## src/seg_prot_pkg.sv

```systemverilog
// Package: constants for segment descriptor protection logic.
package seg_prot_pkg;

  // ==========================================================================
  // Access byte layout
  // ==========================================================================
  localparam int AB_USED = 0;
  localparam int AB_RW = 1;
  localparam int AB_GROW = 2;
  localparam int AB_RUN = 3;
  localparam int AB_SEG = 4;
  localparam int AB_LVL_LO = 5;
  localparam int AB_PRESENT = 7;

  // ==========================================================================
  // System and gate type codes
  // ==========================================================================
  localparam logic [2:0] TYPE_TASK_FREE = 3'h1;
  localparam logic [2:0] TYPE_LOCAL_TABLE = 3'h2;
  localparam logic [2:0] TYPE_TASK_BUSY = 3'h3;
  localparam logic [2:0] TYPE_CALL_GATE = 3'h4;
  localparam logic [2:0] TYPE_TASK_GATE = 3'h5;
  localparam logic [2:0] TYPE_IRQ_GATE = 3'h6;
  localparam logic [2:0] TYPE_TRAP_GATE = 3'h7;

  // ==========================================================================
  // Exception vectors and geometry
  // ==========================================================================
  localparam logic [7:0] VEC_NOT_PRESENT = 8'h0B;
  localparam logic [7:0] VEC_PROTECTION = 8'h0D;
  localparam logic [7:0] VEC_NONE = 8'h00;
  localparam int DESC_SHIFT = 3;
  localparam logic [15:0] DESC_LAST_BYTE = 16'h0007;
  localparam int WORD_COUNT_W = 5;

  // Access kinds requested of a cached segment.
  typedef enum logic [1:0] {
    ACC_READ = 2'b00,
    ACC_WRITE = 2'b01,
    ACC_EXEC = 2'b10
  } access_e;

  // Load purposes: segment register index, gate dispatch or descriptor test.
  typedef enum logic [2:0] {
    LD_CODE = 3'b000,
    LD_STACK = 3'b001,
    LD_DATA = 3'b010,
    LD_EXTRA = 3'b011,
    LD_GATE = 3'b100,
    LD_TEST = 3'b101
  } load_e;

endpackage : seg_prot_pkg

```

## src/desc_decode.sv

```systemverilog
// Module: combinational decode of one descriptor access byte.
`timescale 1ns/1ps
module desc_decode
  import seg_prot_pkg::*;
(
  input wire logic [7:0] access,
  output logic is_code,
  output logic is_data,
  output logic is_sys_seg,
  output logic is_gate,
  output logic [2:0] sys_type,
  output logic present,
  output logic [1:0] level
);

  // ==========================================================================
  // Class decode
  // ==========================================================================
  // Bit 4 splits segments from system and gate descriptors.
  assign is_code = access[AB_SEG] & access[AB_RUN];     // [RULE_08]
  assign is_data = access[AB_SEG] & ~access[AB_RUN];    // [RULE_08]
  assign sys_type = access[2:0];
  // The type field fills bits 3 to 0: types 1 to 3 are system segments,
  // and 4 to 7 are gates, so bit 3 is clear and bit 2 splits the groups.
  assign is_sys_seg = ~access[AB_SEG] & ~access[AB_RUN] & ~access[AB_GROW] &
                      (access[1:0] != 2'b00);           // [RULE_09]
  assign is_gate = ~access[AB_SEG] & ~access[AB_RUN] &
                   access[AB_GROW];                     // [RULE_12]
  assign present = access[AB_PRESENT];
  assign level = access[AB_LVL_LO +: 2];

endmodule : desc_decode

```

## src/limit_check.sv

```systemverilog
// Module: offset versus limit test for one cached segment.
`timescale 1ns/1ps
module limit_check
(
  input wire logic [15:0] offset,
  input wire logic [15:0] limit,
  input wire logic grow_down,
  output logic in_range
);

  // ==========================================================================
  // Range test
  // ==========================================================================
  // Upward segments end at the limit; downward ones start just above it.
  assign in_range = grow_down ? (offset > limit) : (offset <= limit);

endmodule : limit_check

```

## src/seg_protect.sv

```systemverilog
// Module: descriptor fetch, check and cache for four segment registers.
// What this block does
// RULE_01: Data segment writes are refused unless the writable bit is set.
// RULE_02: Shared-privilege code runs only when current ring >= its level.
// RULE_03: Code is never written; read only when its readable bit is set.
// RULE_04: The used bit is written back set whenever a descriptor is accessed; here only when it passes the type and present tests, not for a gate target.
// RULE_05: A not-present code or data descriptor aborts use, not-present fault.
// RULE_06: Grow-down bit picks expansion direction of data segments.
// RULE_07: Code segment limit is the offset of its last valid byte.
// RULE_08: Access bit 4 separates segments from system; run bit marks code.
// RULE_09: System types 1, 2, 3 are free task, local table, busy task.
// RULE_10: System descriptors give 24-bit base, 16-bit limit, valid if present.
// RULE_11: Level is checked for task state blocks, ignored for local tables.
// RULE_12: Gate types 4 to 7 are call, task, interrupt and trap gates.
// RULE_13: Interrupt gates clear the interrupt enable; trap gates keep it.
// RULE_14: Gate target must be code, or task state for task gates, else 13.
// RULE_15: Call gate word count is copied on ring change, ignored otherwise.
// RULE_16: A not-present gate is invalid and raises exception 11.
// RULE_17: Software builds gate descriptors with access bit 4 clear.
// RULE_18: One hidden cache per segment register, loaded on selector load.
// RULE_19: Caches are not readable by programs and change only on load.
// RULE_20: Upper 13 selector bits index; low bits are table and ring.
// RULE_21: Tables hold up to 8192 entries, 24-bit base, 16-bit limit.
// RULE_22: A selector beyond the table limit raises exception 13.
// RULE_23: Grow-up offsets must not pass limit; grow-down must exceed it.
// RULE_24: Descriptors are eight bytes, fetched automatically on loads.
// RULE_25: Descriptor memory accesses are locked bus operations.
// RULE_26: Requested ring is the two low selector bits.
// RULE_27: Table select 0 is global, 1 local; address is base plus 8*index.
// RULE_28: A fault leaves the segment register and its cache unchanged.
`timescale 1ns/1ps
module seg_protect
  import seg_prot_pkg::*;
#(
  parameter int NUM_SEGS = 4
)
(
  input wire logic clk,
  input wire logic nrst,
  // Table registers, loaded by logic outside this block.
  input wire logic [23:0] global_base,
  input wire logic [15:0] global_limit,
  input wire logic [23:0] local_base,
  input wire logic [15:0] local_limit,
  input wire logic [1:0] current_ring,
  // Load request from the execution unit.
  input wire logic load_req,
  input wire logic [2:0] load_kind,
  input wire logic [15:0] load_selector,
  output logic load_busy,
  output logic load_done,
  output logic [7:0] fault_vector,
  output logic [15:0] fault_code,
  // Gate dispatch results.
  output logic [2:0] gate_type,
  output logic [15:0] gate_dest_selector,
  output logic [15:0] gate_dest_offset,
  output logic [4:0] gate_copy_words,
  output logic irq_enable_clear,
  // Descriptor memory port: 16-bit words, locked.
  output logic mem_req,
  output logic mem_write,
  output logic mem_lock,
  output logic [23:0] mem_addr,
  output logic [15:0] mem_wdata,
  input wire logic mem_ack,
  input wire logic [15:0] mem_rdata,
  // Reference check on a cached segment.
  input wire logic [1:0] ref_seg,
  input wire logic [1:0] ref_kind,
  input wire logic [15:0] ref_offset,
  output logic ref_ok,
  output logic [7:0] ref_vector,
  output logic [23:0] ref_base,
  // Visible segment registers.
  output logic [15:0] code_seg,
  output logic [15:0] stack_seg,
  output logic [15:0] data_seg,
  output logic [15:0] extra_seg
);

  // ==========================================================================
  // Elaboration check
  // ==========================================================================
  if (NUM_SEGS != 4)
  begin : g_bad_segs
    $error("seg_protect serves exactly four segment registers");
  end

  typedef enum logic [2:0] {
    ST_IDLE = 3'b000,
    ST_READ = 3'b001,
    ST_MARK = 3'b010,
    ST_DONE = 3'b011,
    ST_FAULT = 3'b100,
    ST_DEST = 3'b101
  } state_e;

  state_e state;
  state_e next_state;
  logic [1:0] word_idx;
  logic [15:0] desc_w [4];
  logic [2:0] kind;
  logic [15:0] sel;
  logic [7:0] vec;
  logic [15:0] seg_reg [4];
  logic [23:0] c_base [4];
  logic [15:0] c_limit [4];
  logic [7:0] c_access [4];
  logic c_valid [4];

  // ==========================================================================
  // Selector fields and table address
  // ==========================================================================
  wire [12:0] sel_index = load_selector[15:3];          // [RULE_20]
  wire sel_local = load_selector[2];                    // [RULE_20]
  wire [1:0] requested_ring = load_selector[1:0];       // [RULE_26]
  wire [23:0] tbl_base = sel_local ? local_base : global_base; // [RULE_27]
  wire [15:0] tbl_limit = sel_local ? local_limit : global_limit; // [RULE_21]
  // Index times eight; whole entry must lie within the limit.
  wire [15:0] entry_off = {sel_index, 3'b000};          // [RULE_24]
  wire [16:0] entry_end = {1'b0, entry_off} + {1'b0, DESC_LAST_BYTE};
  wire over_limit = entry_end > {1'b0, tbl_limit};      // [RULE_22]
  wire null_sel = (sel_index == 13'h0000) && !sel_local;
  logic [23:0] entry_addr;

  // ==========================================================================
  // Descriptor decode
  // ==========================================================================
  wire [7:0] acc = desc_w[2][15:8];
  logic d_code;
  logic d_data;
  logic d_sys;
  logic d_gate;
  logic [2:0] d_type;
  logic d_present;
  logic [1:0] d_level;

  desc_decode u_dec (
    .access(acc),
    .is_code(d_code),
    .is_data(d_data),
    .is_sys_seg(d_sys),
    .is_gate(d_gate),
    .sys_type(d_type),
    .present(d_present),
    .level(d_level)
  );

  // Type test by purpose. Privilege compares beyond these are outside scope.
  wire is_seg_kind = (kind <= LD_EXTRA);
  wire conforming = acc[AB_GROW];
  wire code_ok = d_code && (!conforming ||
                 current_ring >= d_level);              // [RULE_02]
  // Stack needs writable data; data and extra accept readable code too.
  wire stack_ok = d_data && acc[AB_RW];                 // [RULE_01]
  wire dx_ok = d_data || (d_code && acc[AB_RW]);        // [RULE_03]
  wire task_blk = d_sys && (d_type == TYPE_TASK_FREE ||
                  d_type == TYPE_TASK_BUSY);            // [RULE_09]
  wire task_lvl_ok = current_ring <= d_level;           // [RULE_11]
  logic type_ok;
  always_comb
  begin
    unique case (kind)
      LD_CODE: type_ok = code_ok;
      LD_STACK: type_ok = stack_ok;
      LD_DATA, LD_EXTRA: type_ok = dx_ok;
      // A gate or a task state block may be referenced directly.
      LD_GATE: type_ok = d_gate || (task_blk && task_lvl_ok);
      LD_TEST: type_ok = d_code || d_data || d_sys || d_gate;
      default: type_ok = 1'b0;
    endcase
  end
  // Not-present segments and gates that pass the type test both yield vector 11.
  wire type_fault = !type_ok;                           // [RULE_14]
  wire pres_fault = !d_present;                         // [RULE_05] [RULE_16]
  // A gate's target access byte is fetched to check its kind.
  wire [15:0] dsel = desc_w[1];
  wire [23:0] dest_addr = (dsel[2] ? local_base : global_base) +
                          {8'h00, dsel[15:3], 3'b100};  // [RULE_14]
  wire [7:0] dest_acc = mem_rdata[15:8];
  wire dest_task = !dest_acc[AB_SEG] &&
                   (dest_acc[3:0] == {1'b0, TYPE_TASK_FREE} ||
                    dest_acc[3:0] == {1'b0, TYPE_TASK_BUSY});
  wire dest_ok = (d_type == TYPE_TASK_GATE) ? dest_task :
                 (dest_acc[AB_SEG] && dest_acc[AB_RUN]); // [RULE_14]

  // ==========================================================================
  // Next state
  // ==========================================================================
  wire start = (state == ST_IDLE) && load_req;
  always_comb
  begin
    next_state = state;
    unique case (state)
      ST_IDLE:
        if (load_req)
          next_state = (over_limit || null_sel) ? ST_FAULT : ST_READ;
      ST_READ:
        if (mem_ack && word_idx == 2'd3)
          next_state = ST_MARK;
      ST_MARK:
        if (type_fault || pres_fault)
          next_state = ST_FAULT;
        else if (mem_ack)
          next_state = (kind == LD_GATE && d_gate) ? ST_DEST : ST_DONE;
      ST_DEST:
        if (mem_ack)
          next_state = dest_ok ? ST_DONE : ST_FAULT;    // [RULE_14]
      ST_DONE: next_state = ST_IDLE;
      ST_FAULT: next_state = ST_IDLE;
      default: next_state = ST_IDLE;
    endcase
  end

  // ==========================================================================
  // Fetch sequencing
  // ==========================================================================
  always_ff @(posedge clk)
  begin
    if (!nrst)
    begin
      state <= ST_IDLE;
      word_idx <= 2'd0;
      kind <= LD_CODE;
      sel <= 16'h0000;
      entry_addr <= 24'h000000;
      vec <= VEC_NONE;
    end
    else
    begin
      state <= next_state;
      if (start)
      begin
        kind <= load_e'(load_kind);
        sel <= load_selector;
        entry_addr <= tbl_base + {8'h00, entry_off};    // [RULE_27]
        word_idx <= 2'd0;
        vec <= VEC_PROTECTION;                          // [RULE_22]
      end
      else if (state == ST_READ && mem_ack)
        word_idx <= word_idx + 2'd1;
      else if (state == ST_MARK)
        vec <= pres_fault && !type_fault ? VEC_NOT_PRESENT : VEC_PROTECTION;
    end
  end

  // Descriptor word capture; eight bytes as four words.
  always_ff @(posedge clk)
  begin
    if (!nrst)
      for (int i = 0; i < 4; i++)
        desc_w[i] <= 16'h0000;
    else if (state == ST_READ && mem_ack)
      desc_w[word_idx] <= mem_rdata;                    // [RULE_24]
  end

  // ==========================================================================
  // Memory port
  // ==========================================================================
  // Lock spans read and write-back so the used bit update is atomic.
  wire marking = (state == ST_MARK) && !type_fault && !pres_fault;
  assign mem_req = (state == ST_READ) || marking || (state == ST_DEST);
  assign mem_write = marking;                           // [RULE_04]
  assign mem_lock = (state == ST_READ) || (state == ST_MARK) ||
                    (state == ST_DEST);                 // [RULE_25]
  assign mem_addr = (state == ST_DEST) ? dest_addr :
    entry_addr + {21'h000000, marking ? 2'd2 : word_idx, 1'b0};
  assign mem_wdata = desc_w[2] | (16'h0001 << (8 + AB_USED)); // [RULE_04]

  // ==========================================================================
  // Load results
  // ==========================================================================
  assign load_busy = (state != ST_IDLE);
  assign load_done = (state == ST_DONE) || (state == ST_FAULT);
  assign fault_vector = (state == ST_FAULT) ? vec : VEC_NONE;
  assign fault_code = (state == ST_FAULT) ? {sel[15:2], 2'b00} : 16'h0000;

  // Gate outputs are registered on completion.
  wire done_gate = (state == ST_DEST) && mem_ack && dest_ok;
  wire [2:0] g_type = d_type;
  always_ff @(posedge clk)
  begin
    if (!nrst)
    begin
      gate_type <= 3'h0;
      gate_dest_selector <= 16'h0000;
      gate_dest_offset <= 16'h0000;
      gate_copy_words <= 5'h00;
      irq_enable_clear <= 1'b0;
    end
    else
    begin
      irq_enable_clear <= done_gate && g_type == TYPE_IRQ_GATE; // [RULE_13]
      if (done_gate)
      begin
        gate_type <= g_type;                            // [RULE_12]
        gate_dest_selector <= desc_w[1];
        // Task gates carry no entry point.
        gate_dest_offset <= (g_type == TYPE_TASK_GATE) ? 16'h0000
                            : desc_w[0];                // [RULE_14]
        // Only a call gate whose target selector ring differs from the current ring copies words.
        gate_copy_words <= (g_type == TYPE_CALL_GATE &&
          desc_w[1][1:0] != current_ring) ?
          desc_w[2][WORD_COUNT_W-1:0] : 5'h00;          // [RULE_15]
      end
    end
  end

  // ==========================================================================
  // Hidden caches
  // ==========================================================================
  // Written only on a clean segment load; a fault leaves everything alone.
  wire seg_commit = (state == ST_MARK) && marking && mem_ack && is_seg_kind;
  always_ff @(posedge clk)
  begin
    if (!nrst)
      for (int i = 0; i < 4; i++)
      begin
        seg_reg[i] <= 16'h0000;
        c_base[i] <= 24'h000000;
        c_limit[i] <= 16'h0000;
        c_access[i] <= 8'h00;
        c_valid[i] <= 1'b0;
      end
    else if (seg_commit)
    begin
      seg_reg[kind[1:0]] <= sel;                        // [RULE_18] [RULE_28]
      c_limit[kind[1:0]] <= desc_w[0];                  // [RULE_07]
      c_base[kind[1:0]] <= {desc_w[2][7:0], desc_w[1]}; // [RULE_10]
      c_access[kind[1:0]] <= acc | 8'h01;               // [RULE_19]
      c_valid[kind[1:0]] <= 1'b1;
    end
  end

  assign code_seg = seg_reg[0];
  assign stack_seg = seg_reg[1];
  assign data_seg = seg_reg[2];
  assign extra_seg = seg_reg[3];

  // ==========================================================================
  // Reference checks served from the cache
  // ==========================================================================
  wire [7:0] r_acc = c_access[ref_seg];
  wire r_code = r_acc[AB_RUN];
  wire r_grow = !r_code && r_acc[AB_GROW];              // [RULE_06]
  logic r_range;
  limit_check u_lim (
    .offset(ref_offset),
    .limit(c_limit[ref_seg]),
    .grow_down(r_grow),
    .in_range(r_range)                                  // [RULE_23]
  );
  logic r_attr;
  always_comb
  begin
    unique case (ref_kind)
      ACC_WRITE: r_attr = !r_code && r_acc[AB_RW];      // [RULE_01] [RULE_03]
      ACC_EXEC: r_attr = r_code && (!r_acc[AB_GROW] ||
        current_ring >= r_acc[AB_LVL_LO +: 2]);         // [RULE_02]
      default: r_attr = !r_code || r_acc[AB_RW];        // [RULE_03]
    endcase
  end
  wire r_present = c_valid[ref_seg] && r_acc[AB_PRESENT]; // [RULE_05]
  assign ref_ok = r_present && r_attr && r_range;
  assign ref_vector = !r_present ? VEC_NOT_PRESENT :
                      (ref_ok ? VEC_NONE : VEC_PROTECTION);
  assign ref_base = c_base[ref_seg];                    // [RULE_18]

endmodule : seg_protect

```

## config.mk

```make
export PLATFORM = sky130hd
export DESIGN_NAME = seg_protect
export DESIGN_NICKNAME = d
export VERILOG_FILES = /design/src/seg_prot_pkg.sv /design/src/desc_decode.sv /design/src/limit_check.sv /design/src/seg_protect.sv
export SDC_FILE = /design/constraint.sdc
export NUM_CORES = 1
export LEC_CHECK = 0
export BUFFER_PORTS_ARGS = -buffer_cell sky130_fd_sc_hd__buf_2
export CORE_ASPECT_RATIO = 1.25
export CORE_MARGIN = 2
export CORE_UTILIZATION = 58
export CTS_BUF_LIST = sky130_fd_sc_hd__clkbuf_8
export CTS_CLUSTER_DIAMETER = 100
export DETAILED_ROUTE_END_ITERATION = 8
export PLACE_DENSITY = 0.9
export SLEW_MARGIN = 20
export SYNTH_ARGS = -nofsm -noshare
export SYNTH_HDL_FRONTEND = slang
export SYNTH_SLANG_ARGS = --single-unit
```

## constraint.sdc

```tcl
create_clock -name clk -period 12.4 [get_ports clk]
set_input_delay 0.62 -clock clk [delete_from_list [all_inputs] [get_ports clk]]
set_output_delay 0.62 -clock clk [all_outputs]
set_load 0.005 [all_outputs]
```

==> results of run 1 <==
## final cells by class
| type | count | share of cell area (%) |
|---|---|---|
| clock inverter | 40 | 0.940 |
| timing repair buffer | 353 | 7.87 |
| multi-input combinational | 1210 | 36.9 |
| sequential | 392 | 47.0 |
| tap | 423 | 2.30 |
| inverter | 46 | 0.750 |
| clock buffer | 70 | 4.19 |
| antenna | 8 | 0.0870 |
## synth_stat cells (all sizes together) (6+ instances only)
| cell | count |
|---|---|
| dfxtp | 95 |
| nand2 | 190 |
| nor2 | 58 |
| nor2b | 12 |
| mux4 | 45 |
| clkbuf | 63 |
| and2 | 310 |
| nand2b | 16 |
| o21a | 12 |
| and4 | 6 |
| buf | 47 |
| nand3 | 50 |
| o211ai | 8 |
| and3 | 9 |
| nor4 | 8 |
| a21oi | 113 |
| nor3 | 21 |
| xnor2 | 33 |
| a211oi | 14 |
| a21o | 17 |
| mux2i | 31 |
| ha | 64 |
| xor2 | 18 |
| nand4 | 12 |
| inv | 46 |
| mux2 | 31 |
| edfxtp | 297 |
| o21ai | 53 |
## tightest hold or removal path, stage by stage
cell     delay [ns]
buf_2          0.10
nand2_1        0.05
a21oi_1        0.05
## how the worst max path moves through the flow
| stage | from | endpoint | depth (start not counted) |
|---|---|---|---|
| floorplan | current_ring[0] | c_access[3][0] | 8 |
| global placement | current_ring[0] | seg_reg[1][1] | 11 |
| detailed placement | current_ring[0] | seg_reg[1][10] | 11 |
| CTS | desc_w[2][13] | c_base[1][21] | 9 |
| global route | desc_w[2][14] | mem_addr[12] | 16 |
| finish | desc_w[2][14] | mem_addr[12] | 16 |
## power by group
group	switching, W	total (W)	internal (W)
Combinational	0.000218	0.000370	0.000152
Clock	0.000505	0.00106	0.000553
Sequential	0.0000514	0.00151	0.00146
Total	0.000775	0.00294	0.00217
## per-layer routing
layer | part of all wire, % | vias to the layer above | wire (um)
li1 | - | 6867 | -
met1 | 35 | 7318 | 20100
met2 | 50 | 905 | 29100
met3 | 9.0 | 218 | 5180
met4 | 6.0 | 4 | 3460
met5 | 0.047 | - | 27
## metrics by stage
stage | hold slack, ns | std cells | area, um2
final | 0.239 | 2542 | 23000
after global routing | 0.222 | 2541 | 23000
after CTS | 0.219 | 2534 | 23000
after detailed placement | 0.443 | 2424 | 21800
after global placement | 0.437 | 2424 | 21800
after floorplan | 0.426 | 1758 | 20000
## logic make-up (layout without fill, tap and decap cells)
| group | Yosys count | count (layout) | synth area share (%) |
|---|---|---|---|
| AND/OR/NAND/NOR | 714 | 714 | 19.3 |
| flip-flops | 392 | 392 | 54.3 |
| AO/OA/AOI/OAI | 259 | 259 | 7.87 |
| buffers and inverters | 156 | 509 | 3.50 |
| multiplexers | 107 | 107 | 8.40 |
| adder cells (fa/ha/maj) | 67 | 67 | 4.32 |
| XOR/XNOR | 51 | 51 | 2.24 |
| other | 2 | 20 | 0.0377 |
==> reports/metrics.csv, run 1 <==
stage;metric;value;unit
sta;max_freq;190;MHz
finish;area.growth.synth_to_final;15.5;%
detailed_routing;first_pass_iters;6;
detailed_routing;wl_per_cell;22.8;um
finish;final_util;68.3;%
clocking;holdBufCountCts;0;
clocking;cts_made_buffers;58;
floorplanning;ios;348;
sta;worst_slack;7.14;ns
finish;fillCellCount;2332;
clocking;path_clk_slew;0.07;ns
setup_path;crit_family;simple AND/OR/NAND/NOR gates;
setup_path;crit_path_start_kind;flop;
setup_path;r2r_start;desc_w[2][13];
sta;drv_slew;0;
global_routing;grt_antenna_before_repair;9;
global_routing;grt_use_met3;6.65;%
clocking;cts_sinks;392;
sta;fin_crit;5.26;ns
sta;setup_violations;0;
sta;finalHoldViolations;0;
synthesis;avgSynthCellArea;11.4;um2
setup_path;r2r_slack;7.31;ns
finish;nNetsFinal;2269;
hold_path;hold_path_class;in2reg;
global_routing;met1_usage;37.1;%
sta;period_share;42.5;%
finish;regArea;10800;um2
setup_path;worstReg2RegEnd;c_base[1][21];
global_routing;grt_max_degree;84;
power_and_ir_drop;ir_drop;81.6;uV
sta;skew;0.0320;ns
global_routing;grt_pass1_vias;15200;
finish;largest_register_ffs;96;
synthesis;synth_cell_type_count;70;
global_routing;grt_pass1_wl;85600;um
clocking;ctsLongestPathBuffers;3;
synthesis;synth_top_area_share;44.8;%
setup_path;path_cells;inv_1 > ha_1 > and3_1 > a311o_1 > a21oi_1 > and4bb_1 > or2_2 > ha_1 > a21o_1 > nor2b_1 > nor2b_1 > nand4_1 > xnor2_1 > nor2_1 > a21oi_1 > buf_2;
clocking;clock_latency;0.63;ns
detailed_routing;drt_iter0_markers;1573;
detailed_routing;drc;0;
synthesis;syn_inst;1748;
hold_path;hp-start;load_kind[0];
floorplanning;floorplan.initialDensity;59.1;%
synthesis;yosys_warnings;0;
clocking;post_cts_buffers;0;
finish;drive_gt1_share;25.1;%
finish;final_common_cell;buf_2;
power_and_ir_drop;leakage;9.62;nW
clocking;htreeDepth;2;
synthesis;synth_edf_count;297;
clocking;post_cts_resized;0;
floorplanning;die_width;170;um
sta;final.setup.tns;0;ns
finish;multi_input_area;8490;um2
setup_path;cpPeakStageDelay;0.43;ns
synthesis;synth.area.top_cells;edfxtp_1 45%, and2_1 9.7%, dfxtp_1 9.5%, mux4_2 5.1%, ha_1 4.0%;
sta;slew-limit-headroom;28.0;%
setup_path;worstPathRequired;11.78;ns
floorplanning;core_area;33700;um2
floorplanning;dieArea;35900;um2
global_routing;grt_usage;31.7;%
hold_path;hold_end;kind[0];
flow_run;cap_violations;0;
run_status;status;completed;
global_routing;gr-usage-met2;53.6;%
finish;mostFrequentLayoutCells;335 x buf_2, 309 x and2_1, 297 x edfxtp_1, 189 x nand2_1, 113 x a21oi_1;
synthesis;synth_top_area_cell;edfxtp_1;
synthesis;ys_seq_elements;392;
detailed_routing;vias;15300;
clocking;tritoncts;done;
synthesis;ys_seq_area_share;54.3;%
global_routing;grt.busiest_layer;met2;
placed_design;post-place-ws;6.65;ns
clocking;cts_root_buf;clkbuf_8;
synthesis;synth_area;19900;um2
global_routing;overflow;0;
setup_path;end_kind;primary output;
sta;rsz0062_at_grt;false;
synthesis;synth_async_sr_flop_share;0;%
setup_path;crit_fanout;6;
setup_path;critPathSlowestCell;edfxtp_1;
setup_path;worst-path-buf-inv;2;
setup_path;r2r_cells;9;
setup_path;crit_type;reg2out;
floorplanning;fp.dieH;211;um
detailed_routing;final_antenna_net_count;0;
synthesis;ys_dominant_reg_cell;edfxtp_1;
placed_design;portBuffers;336;
detailed_routing;routed_wl;57800;um
sta;worst_pin_slew;1.08;ns
hold_path;hold_depth;3;
detailed_routing;vias_per_cell;6.02;
power_and_ir_drop;power_per_cell_area;128;nW/um2
placed_design;finalWeightedCongestion;0.994;
placed_design;hpwlAfterDp;40200;um
power_and_ir_drop;power;0.00294;W
setup_path;critPathArrivalTime;4.64;ns
floorplanning;rows;75;
No activity file was read; power rests on OpenSTA's default activity.
==> run 2: changes to the inputs <==
CORE_UTILIZATION = 53   (was 58)
PLACE_DENSITY = 0.87   (was 0.9)
clock period = 4.3 ns   (was 12.4 ns; I/O delays follow)
==> reports/metrics.csv, run 2 (synthesis results as in run 1) <==
stage;metric;value;unit;change
global_routing;grt_max_degree;84;;unchanged
sta;setup_violations;0;;unchanged
hold_path;hold_path_class;in2reg;;
setup_path;crit_type;reg2out;;
setup_path;cpPeakStageDelay;0.42;ns;about the same
setup_path;crit_fanout;4;;-2
global_routing;grt_pass1_wl;87400;um;+2.1%
setup_path;crit_path_start_kind;flop;;
setup_path;worstPathRequired;4.09;ns;-7.69 ns
sta;whs;0.0346;ns;-0.204 ns
finish;mostFrequentLayoutCells;335 x buf_2, 309 x and2_1, 297 x edfxtp_1, 189 x nand2_1, 111 x a21oi_1;;
floorplanning;die_width;177;um;+4.5%
flow_run;cap_violations;0;;unchanged
run_status;status;completed;;
clocking;cts_made_buffers;56;;-3.4%
sta;finalHoldViolations;0;;unchanged
sta;fin_crit;4.22;ns;
sta;drv_slew;0;;unchanged
setup_path;worstReg2RegEnd;c_base[1][12];;
finish;largest_register_ffs;96;;unchanged
clocking;htreeDepth;2;;unchanged
setup_path;r2r_cells;9;;unchanged
detailed_routing;drc;0;;unchanged
hold_path;hold_end;entry_addr[1];;
placed_design;dpl_cell_area;22000;um2;+1.0%
global_routing;grt_antenna_before_repair;5;;-4
floorplanning;rows;79;;+5.3%
setup_path;worst-path-buf-inv;3;;+1
sta;worst_pin_slew;1.05;ns;-0.0319 ns
floorplanning;core_area;37200;um2;+10%
setup_path;end_kind;primary output;;
clocking;ctsLongestPathBuffers;3;;unchanged
setup_path;path_cells;inv_2 > ha_4 > and3_1 > a311o_1 > a21oi_2 > and4bb_2 > nor2b_2 > ha_2 > inv_1 > fa_2 > or3_4 > nor2_1 > xor2_1 > nand2_1 > o21ai_0 > buf_2;;
setup_path;r2r_start;desc_w[2][13];;
setup_path;critPathSlowestCell;edfxtp_1;;
global_routing;grt_pass1_vias;15300;;+0.40%
detailed_routing;drt_iter0_markers;1585;;+0.76%
floorplanning;ios;348;;unchanged
power_and_ir_drop;power_per_cell_area;354;nW/um2;+180%
detailed_routing;vias;15500;;+0.99%
placed_design;post-place-ws;0.290;ns;-6.36 ns
floorplanning;dieArea;39200;um2;+9.2%
finish;drive_gt1_share;26.1;%;+1.0 points
setup_path;crit_family;simple AND/OR/NAND/NOR gates;;
sta;period_share;98.3;%;
power_and_ir_drop;sw_frac_of_total;26.4;%;+0.049 points
power_and_ir_drop;clockPowerShare;34.7;%;-1.3 points
finish;nNetsFinal;2331;;+2.7%
power_and_ir_drop;power_switching;0.00222;W;+190%
finish;instances_no_fill;2660;;+4.6%
detailed_routing;first_pass_iters;5;;-1
floorplanning;floorplan.initialDensity;53.6;%;-5.5 points
sta;max_freq;237;MHz;
power_and_ir_drop;p_int;0.00618;W;+190%
clocking;tritoncts;done;;
detailed_routing;routed_wl;58900;um;+1.8%
global_routing;overflow;0;;unchanged
global_routing;grt_usage;29.5;%;-2.1 points
placed_design;dp.cells;2501;;+3.2%
sta;skew;0.0405;ns;+0.00849 ns
floorplanning;fp.dieH;221;um;+4.5%
sta;worst_slack;0.0751;ns;-7.06 ns
power_and_ir_drop;p_seq_share;52.0;%;+0.5 points
placed_design;hpwlAfterDp;40800;um;+1.6%
power_and_ir_drop;leakage;9.92;nW;+3.1%
setup_path;critPathArrivalTime;4.01;ns;-0.63 ns
detailed_routing;vias_per_cell;5.81;;-3.5%
power_and_ir_drop;ir_drop;275;uV;+240%
placed_design;portBuffers;336;;unchanged
clocking;clock_latency;0.62;ns;about the same
finish;area.growth.synth_to_final;19.2;%;
detailed_routing;wl_per_cell;22.1;um;-2.7%
sta;slew-limit-headroom;29.9;%;+1.9 points
power_and_ir_drop;power_frac_comb;13.4;%;+0.8 points
setup_path;r2r_slack;0.95;ns;-6.36 ns
hold_path;hold_depth;3;;unchanged
hold_path;hp-start;global_base[1];;
clocking;cts_sinks;392;;unchanged
clocking;cts_root_buf;clkbuf_8;;
finish;fin_area;23700;um2;+3.2%
finish;final_common_cell;buf_2;;
finish;fillCellCount;2820;;+21%
clocking;path_clk_slew;0.07;ns;about the same
sta;final.setup.tns;0;ns;unchanged
detailed_routing;final_antenna_net_count;0;;unchanged
placed_design;finalWeightedCongestion;1.02;;+2.8%
[run 2: cell types whose count changed in the layout (fill, tap and decap cells not counted), moves of 3 or more]
cell           before  now
ha_1               64   61
clkbuf_8           70   64
buf_12              0    3
nor2b_1            12    9
clkinv_1            8    5
diode_2             8    3
dlygate4sd3_1       0   39
buf_4              18   39
[run 2: area by class of cell]
cell class / count / area, um2 / area share (%)
tap: 486 / 608 / 2.56
timing repair buffer: 417 / 2430 / 10.2
multi-input combinational: 1210 / 8590 / 36.2
sequential: 392 / 10800 / 45.6
clock inverter: 42 / 239 / 1.01
clock buffer: 64 / 881 / 3.71
inverter: 46 / 173 / 0.727
antenna: 3 / 7.51 / 0.0316
[run 2: per-stage QoR]
| step | power [W] | utilization [%] |
|---|---|---|
| 3_5_place_dp | 0.00550 | 59.3 |
| 6_report | 0.00840 | 63.9 |
| 5_1_grt | 0.00871 | 63.9 |
| 3_3_place_gp | 0.00547 | 59.3 |
| 4_1_cts | 0.00841 | 63.6 |
| 2_1_floorplan | 0.00505 | - |
[run 2: tightest hold or removal path, cell delays in order]
cell      delay [ns]
buf_2           0.11
mux2i_1         0.18
a211oi_1        0.10
[run 2: power groups by stage]
| stage | combinational, W | clock [W] | sequential [W] |
|---|---|---|---|
| 2_1_floorplan | 0.000674 | 0 | 0.00437 |
| 5_1_grt | 0.00123 | 0.00310 | 0.00438 |
| 3_3_place_gp | 0.00104 | 0 | 0.00443 |
| 4_1_cts | 0.00111 | 0.00294 | 0.00436 |
| 3_5_place_dp | 0.00106 | 0 | 0.00444 |
| 6_report | 0.00112 | 0.00291 | 0.00436 |
[run 2: timing repair]
action / 4_1_cts / 5_1_grt
buffers inserted: 4 / 7
hold buffers: 39 / 0
gates resized for setup: 13 / 12
pin swaps: 3 / 8
endpoints found under the hold margin: 69 / 0
setup endpoints to repair: 18 / 15
[run 2: worst max-delay path by stage]
stage	startpoint	endpoint	slack (ns)	depth (start not counted)
after floorplan	desc_w[2][13]	c_access[3][0]	0.08	7
after global placement	desc_w[2][14]	mem_addr[12]	0.39	16
after detailed placement	desc_w[2][14]	mem_addr[15]	0.29	15
after CTS	desc_w[2][14]	mem_addr[15]	0.007	15
after global routing	desc_w[2][14]	mem_addr[12]	-0.04	16
final	desc_w[2][14]	mem_addr[13]	0.08	16
[run 2: metal layers]
layer / share of wire (%) / wire length, um / global-route usage (%)
met5: 0.036 / 21 / 0
met1: 35 / 20700 / 35.4
met3: 8.9 / 5250 / 5.74
met4: 5.4 / 3200 / 15.5
met2: 50 / 29700 / 50.5
==> run 3: changes to the inputs <==
CAP_MARGIN = 0   (was not set)
MAX_ROUTING_LAYER = met4   (was not set)
==> reports/metrics.csv, run 3 (synthesis results as in run 1) <==
stage;metric;value;unit;change
setup_path;end_kind;primary output;;
floorplanning;ios;348;;unchanged
setup_path;path_cells;inv_2 > ha_4 > and3_4 > a311o_1 > a21oi_2 > and4bb_4 > nor2b_2 > ha_2 > inv_2 > fa_2 > or3_4 > nor3_4 > xnor2_1 > o22ai_1 > buf_2;;
detailed_routing;first_pass_iters;5;;unchanged
global_routing;grt_antenna_before_repair;4;;-1
global_routing;grt_max_degree;84;;unchanged
placed_design;hpwlAfterDp;40500;um;-0.68%
detailed_routing;final_antenna_net_count;0;;unchanged
clocking;ctsLongestPathBuffers;3;;unchanged
finish;largest_register_ffs;96;;unchanged
clocking;htreeDepth;2;;unchanged
setup_path;r2r_slack;0.95;ns;about the same
sta;slew-limit-headroom;26.9;%;-3.0 points
setup_path;worstPathRequired;4.09;ns;about the same
setup_path;cp_common_cell;inv_2;;
detailed_routing;wl_per_cell;22.1;um;-0.35%
placed_design;portBuffers;336;;unchanged
detailed_routing;routed_wl;58800;um;-0.20%
setup_path;critPathArrivalTime;4.04;ns;+0.03 ns
sta;drv_slew;0;;unchanged
finish;instances_no_fill;2664;;+0.15%
setup_path;crit_family;simple AND/OR/NAND/NOR gates;;
setup_path;worst-path-buf-inv;3;;unchanged
global_routing;overflow;0;;unchanged
sta;skew;0.0394;ns;-0.00112 ns
detailed_routing;drc;0;;unchanged
finish;final_common_cell;buf_2;;
flow_run;cap_violations;0;;unchanged
setup_path;cpPeakStageDelay;0.43;ns;about the same
sta;rsz0062_at_grt;true;;
sta;period_share;98.9;%;+0.64 points
finish;nNetsFinal;2331;;unchanged
clocking;cts_made_buffers;58;;+3.6%
detailed_routing;vias;15500;;-0.019%
clocking;cts_root_buf;clkbuf_8;;
clocking;clock_latency;0.63;ns;about the same
finish;fillCellCount;2785;;-1.2%
finish;drive_gt1_share;26.4;%;+0.34 points
global_routing;grt_pass1_vias;15100;;-1.1%
clocking;tritoncts;done;;
floorplanning;floorplan.initialDensity;53.6;%;unchanged
sta;worst_pin_slew;1.09;ns;+0.0442 ns
setup_path;crit_fanout;6;;+2
sta;fin_crit;4.25;ns;+0.0275 ns
floorplanning;core_area;37200;um2;unchanged
finish;mostFrequentLayoutCells;335 x buf_2, 309 x and2_1, 297 x edfxtp_1, 188 x nand2_1, 111 x a21oi_1;;
power_and_ir_drop;power;0.00849;W;+1.1%
power_and_ir_drop;power_per_cell_area;356;nW/um2;+0.77%
sta;setup_violations;0;;unchanged
global_routing;grt_pass1_wl;86700;um;-0.78%
placed_design;dp.cells;2499;;-0.080%
power_and_ir_drop;leakage;9.91;nW;about the same
placed_design;finalWeightedCongestion;1.08;;+5.4%
floorplanning;rows;79;;unchanged
global_routing;grt_usage;30.2;%;+0.72 points
floorplanning;die_width;177;um;unchanged
setup_path;crit_path_start_kind;flop;;
sta;finalHoldViolations;0;;unchanged
run_status;status;completed;;
setup_path;critPathSlowestCell;edfxtp_1;;
sta;max_freq;235;MHz;-0.65%
finish;regArea;10800;um2;unchanged
finish;area.growth.synth_to_final;19.5;%;
setup_path;crit_type;reg2out;;
clocking;cts_sinks;392;;unchanged
detailed_routing;vias_per_cell;5.80;;-0.17%
floorplanning;dieArea;39200;um2;unchanged
clocking;path_clk_slew;0.07;ns;about the same
power_and_ir_drop;ir_drop;273;uV;-0.91%
finish;multi_input_area;8610;um2;+0.23%
detailed_routing;drt_iter0_markers;1666;;+5.1%
floorplanning;fp.dieH;221;um;unchanged
hold_path;hold_path_class;in2reg;;
==> run 3: cell count changes in the layout (fill, tap and decap cells not counted), sizes merged <==
cell         previous run  this run
inv                    72        67
dlygate4sd3            39        41
buf                   378       374
clkbuf                 64        65
clkinvlp                1         2
clkinv                 13        20
diode                   3         5
==> run 3: worst reg2reg max path, delay by kind of cell, from the launching register on <==
kind | cells | cell delay [ns]
adder cells (fa/ha/maj) | 1 | 0.30
AND/OR/NAND/NOR | 5 | 1.42
AO/OA/AOI/OAI | 2 | 0.48
buffers and inverters | 1 | 0.35
flip-flops | 1 | 0.39
==> run 3: final cells by class <==
type                       count  area share (%)
sequential                   392            45.4
tap                          486            2.55
clock inverter                45            1.11
clock buffer                  65            3.76
timing repair buffer         415            10.2
multi-input combinational   1210            36.1
inverter                      46           0.725
antenna                        5          0.0525
==> run 3: final timing paths <==
kind / from / end / cells after the start
setup reg to reg: desc_w[2][13] / c_base[0][20] / 9
hold reg to reg: gate_copy_words[1] / gate_copy_words[1] / 2
hold / removal: global_base[1] / entry_addr[1] / 3
setup / recovery: desc_w[2][14] / mem_addr[15] / 15
==> run 3: layer usage <==
metal  vias up  part of all wire (%)  GRT usage [%]
met5         -                     0              -
met2       841                    51           51.0
met4         0                   4.5           12.8
met1      7487                    36           35.7
met3       152                   9.1           5.38
li1       6980                     -              -
==> run 3: stage by stage <==
step	worst slack, ns	util [%]	hold WS, ns	cell area, um2	setup TNS [ns]
2_1_floorplan	0.0801	-	0.351	20000	0
3_3_place_gp	0.386	59.3	0.433	22000	0
3_5_place_dp	0.330	59.3	0.441	22000	0
4_1_cts	0.00235	63.7	0.0208	23700	0
5_1_grt	-0.0894	64.1	0.0772	23800	-0.228
6_report	0.0476	64.1	0.0455	23800	0
==> run 3: repair_timing <==
item                       4_1_cts  5_1_grt
pin swaps                        1       12
setup endpoints to repair       19       18
hold buffers                    41        0
resized for setup               11       24
cloned                           0        0
hold endpoints to repair        70        0
setup buffers                    3        6
==> run 3: where the power goes <==
part | switching [W] | internal, W | total, W
logic | 0.000650 | 0.000479 | 0.00113
clock network | 0.00147 | 0.00152 | 0.00299
registers | 0.000149 | 0.00421 | 0.00436
total | 0.00227 | 0.00622 | 0.00849
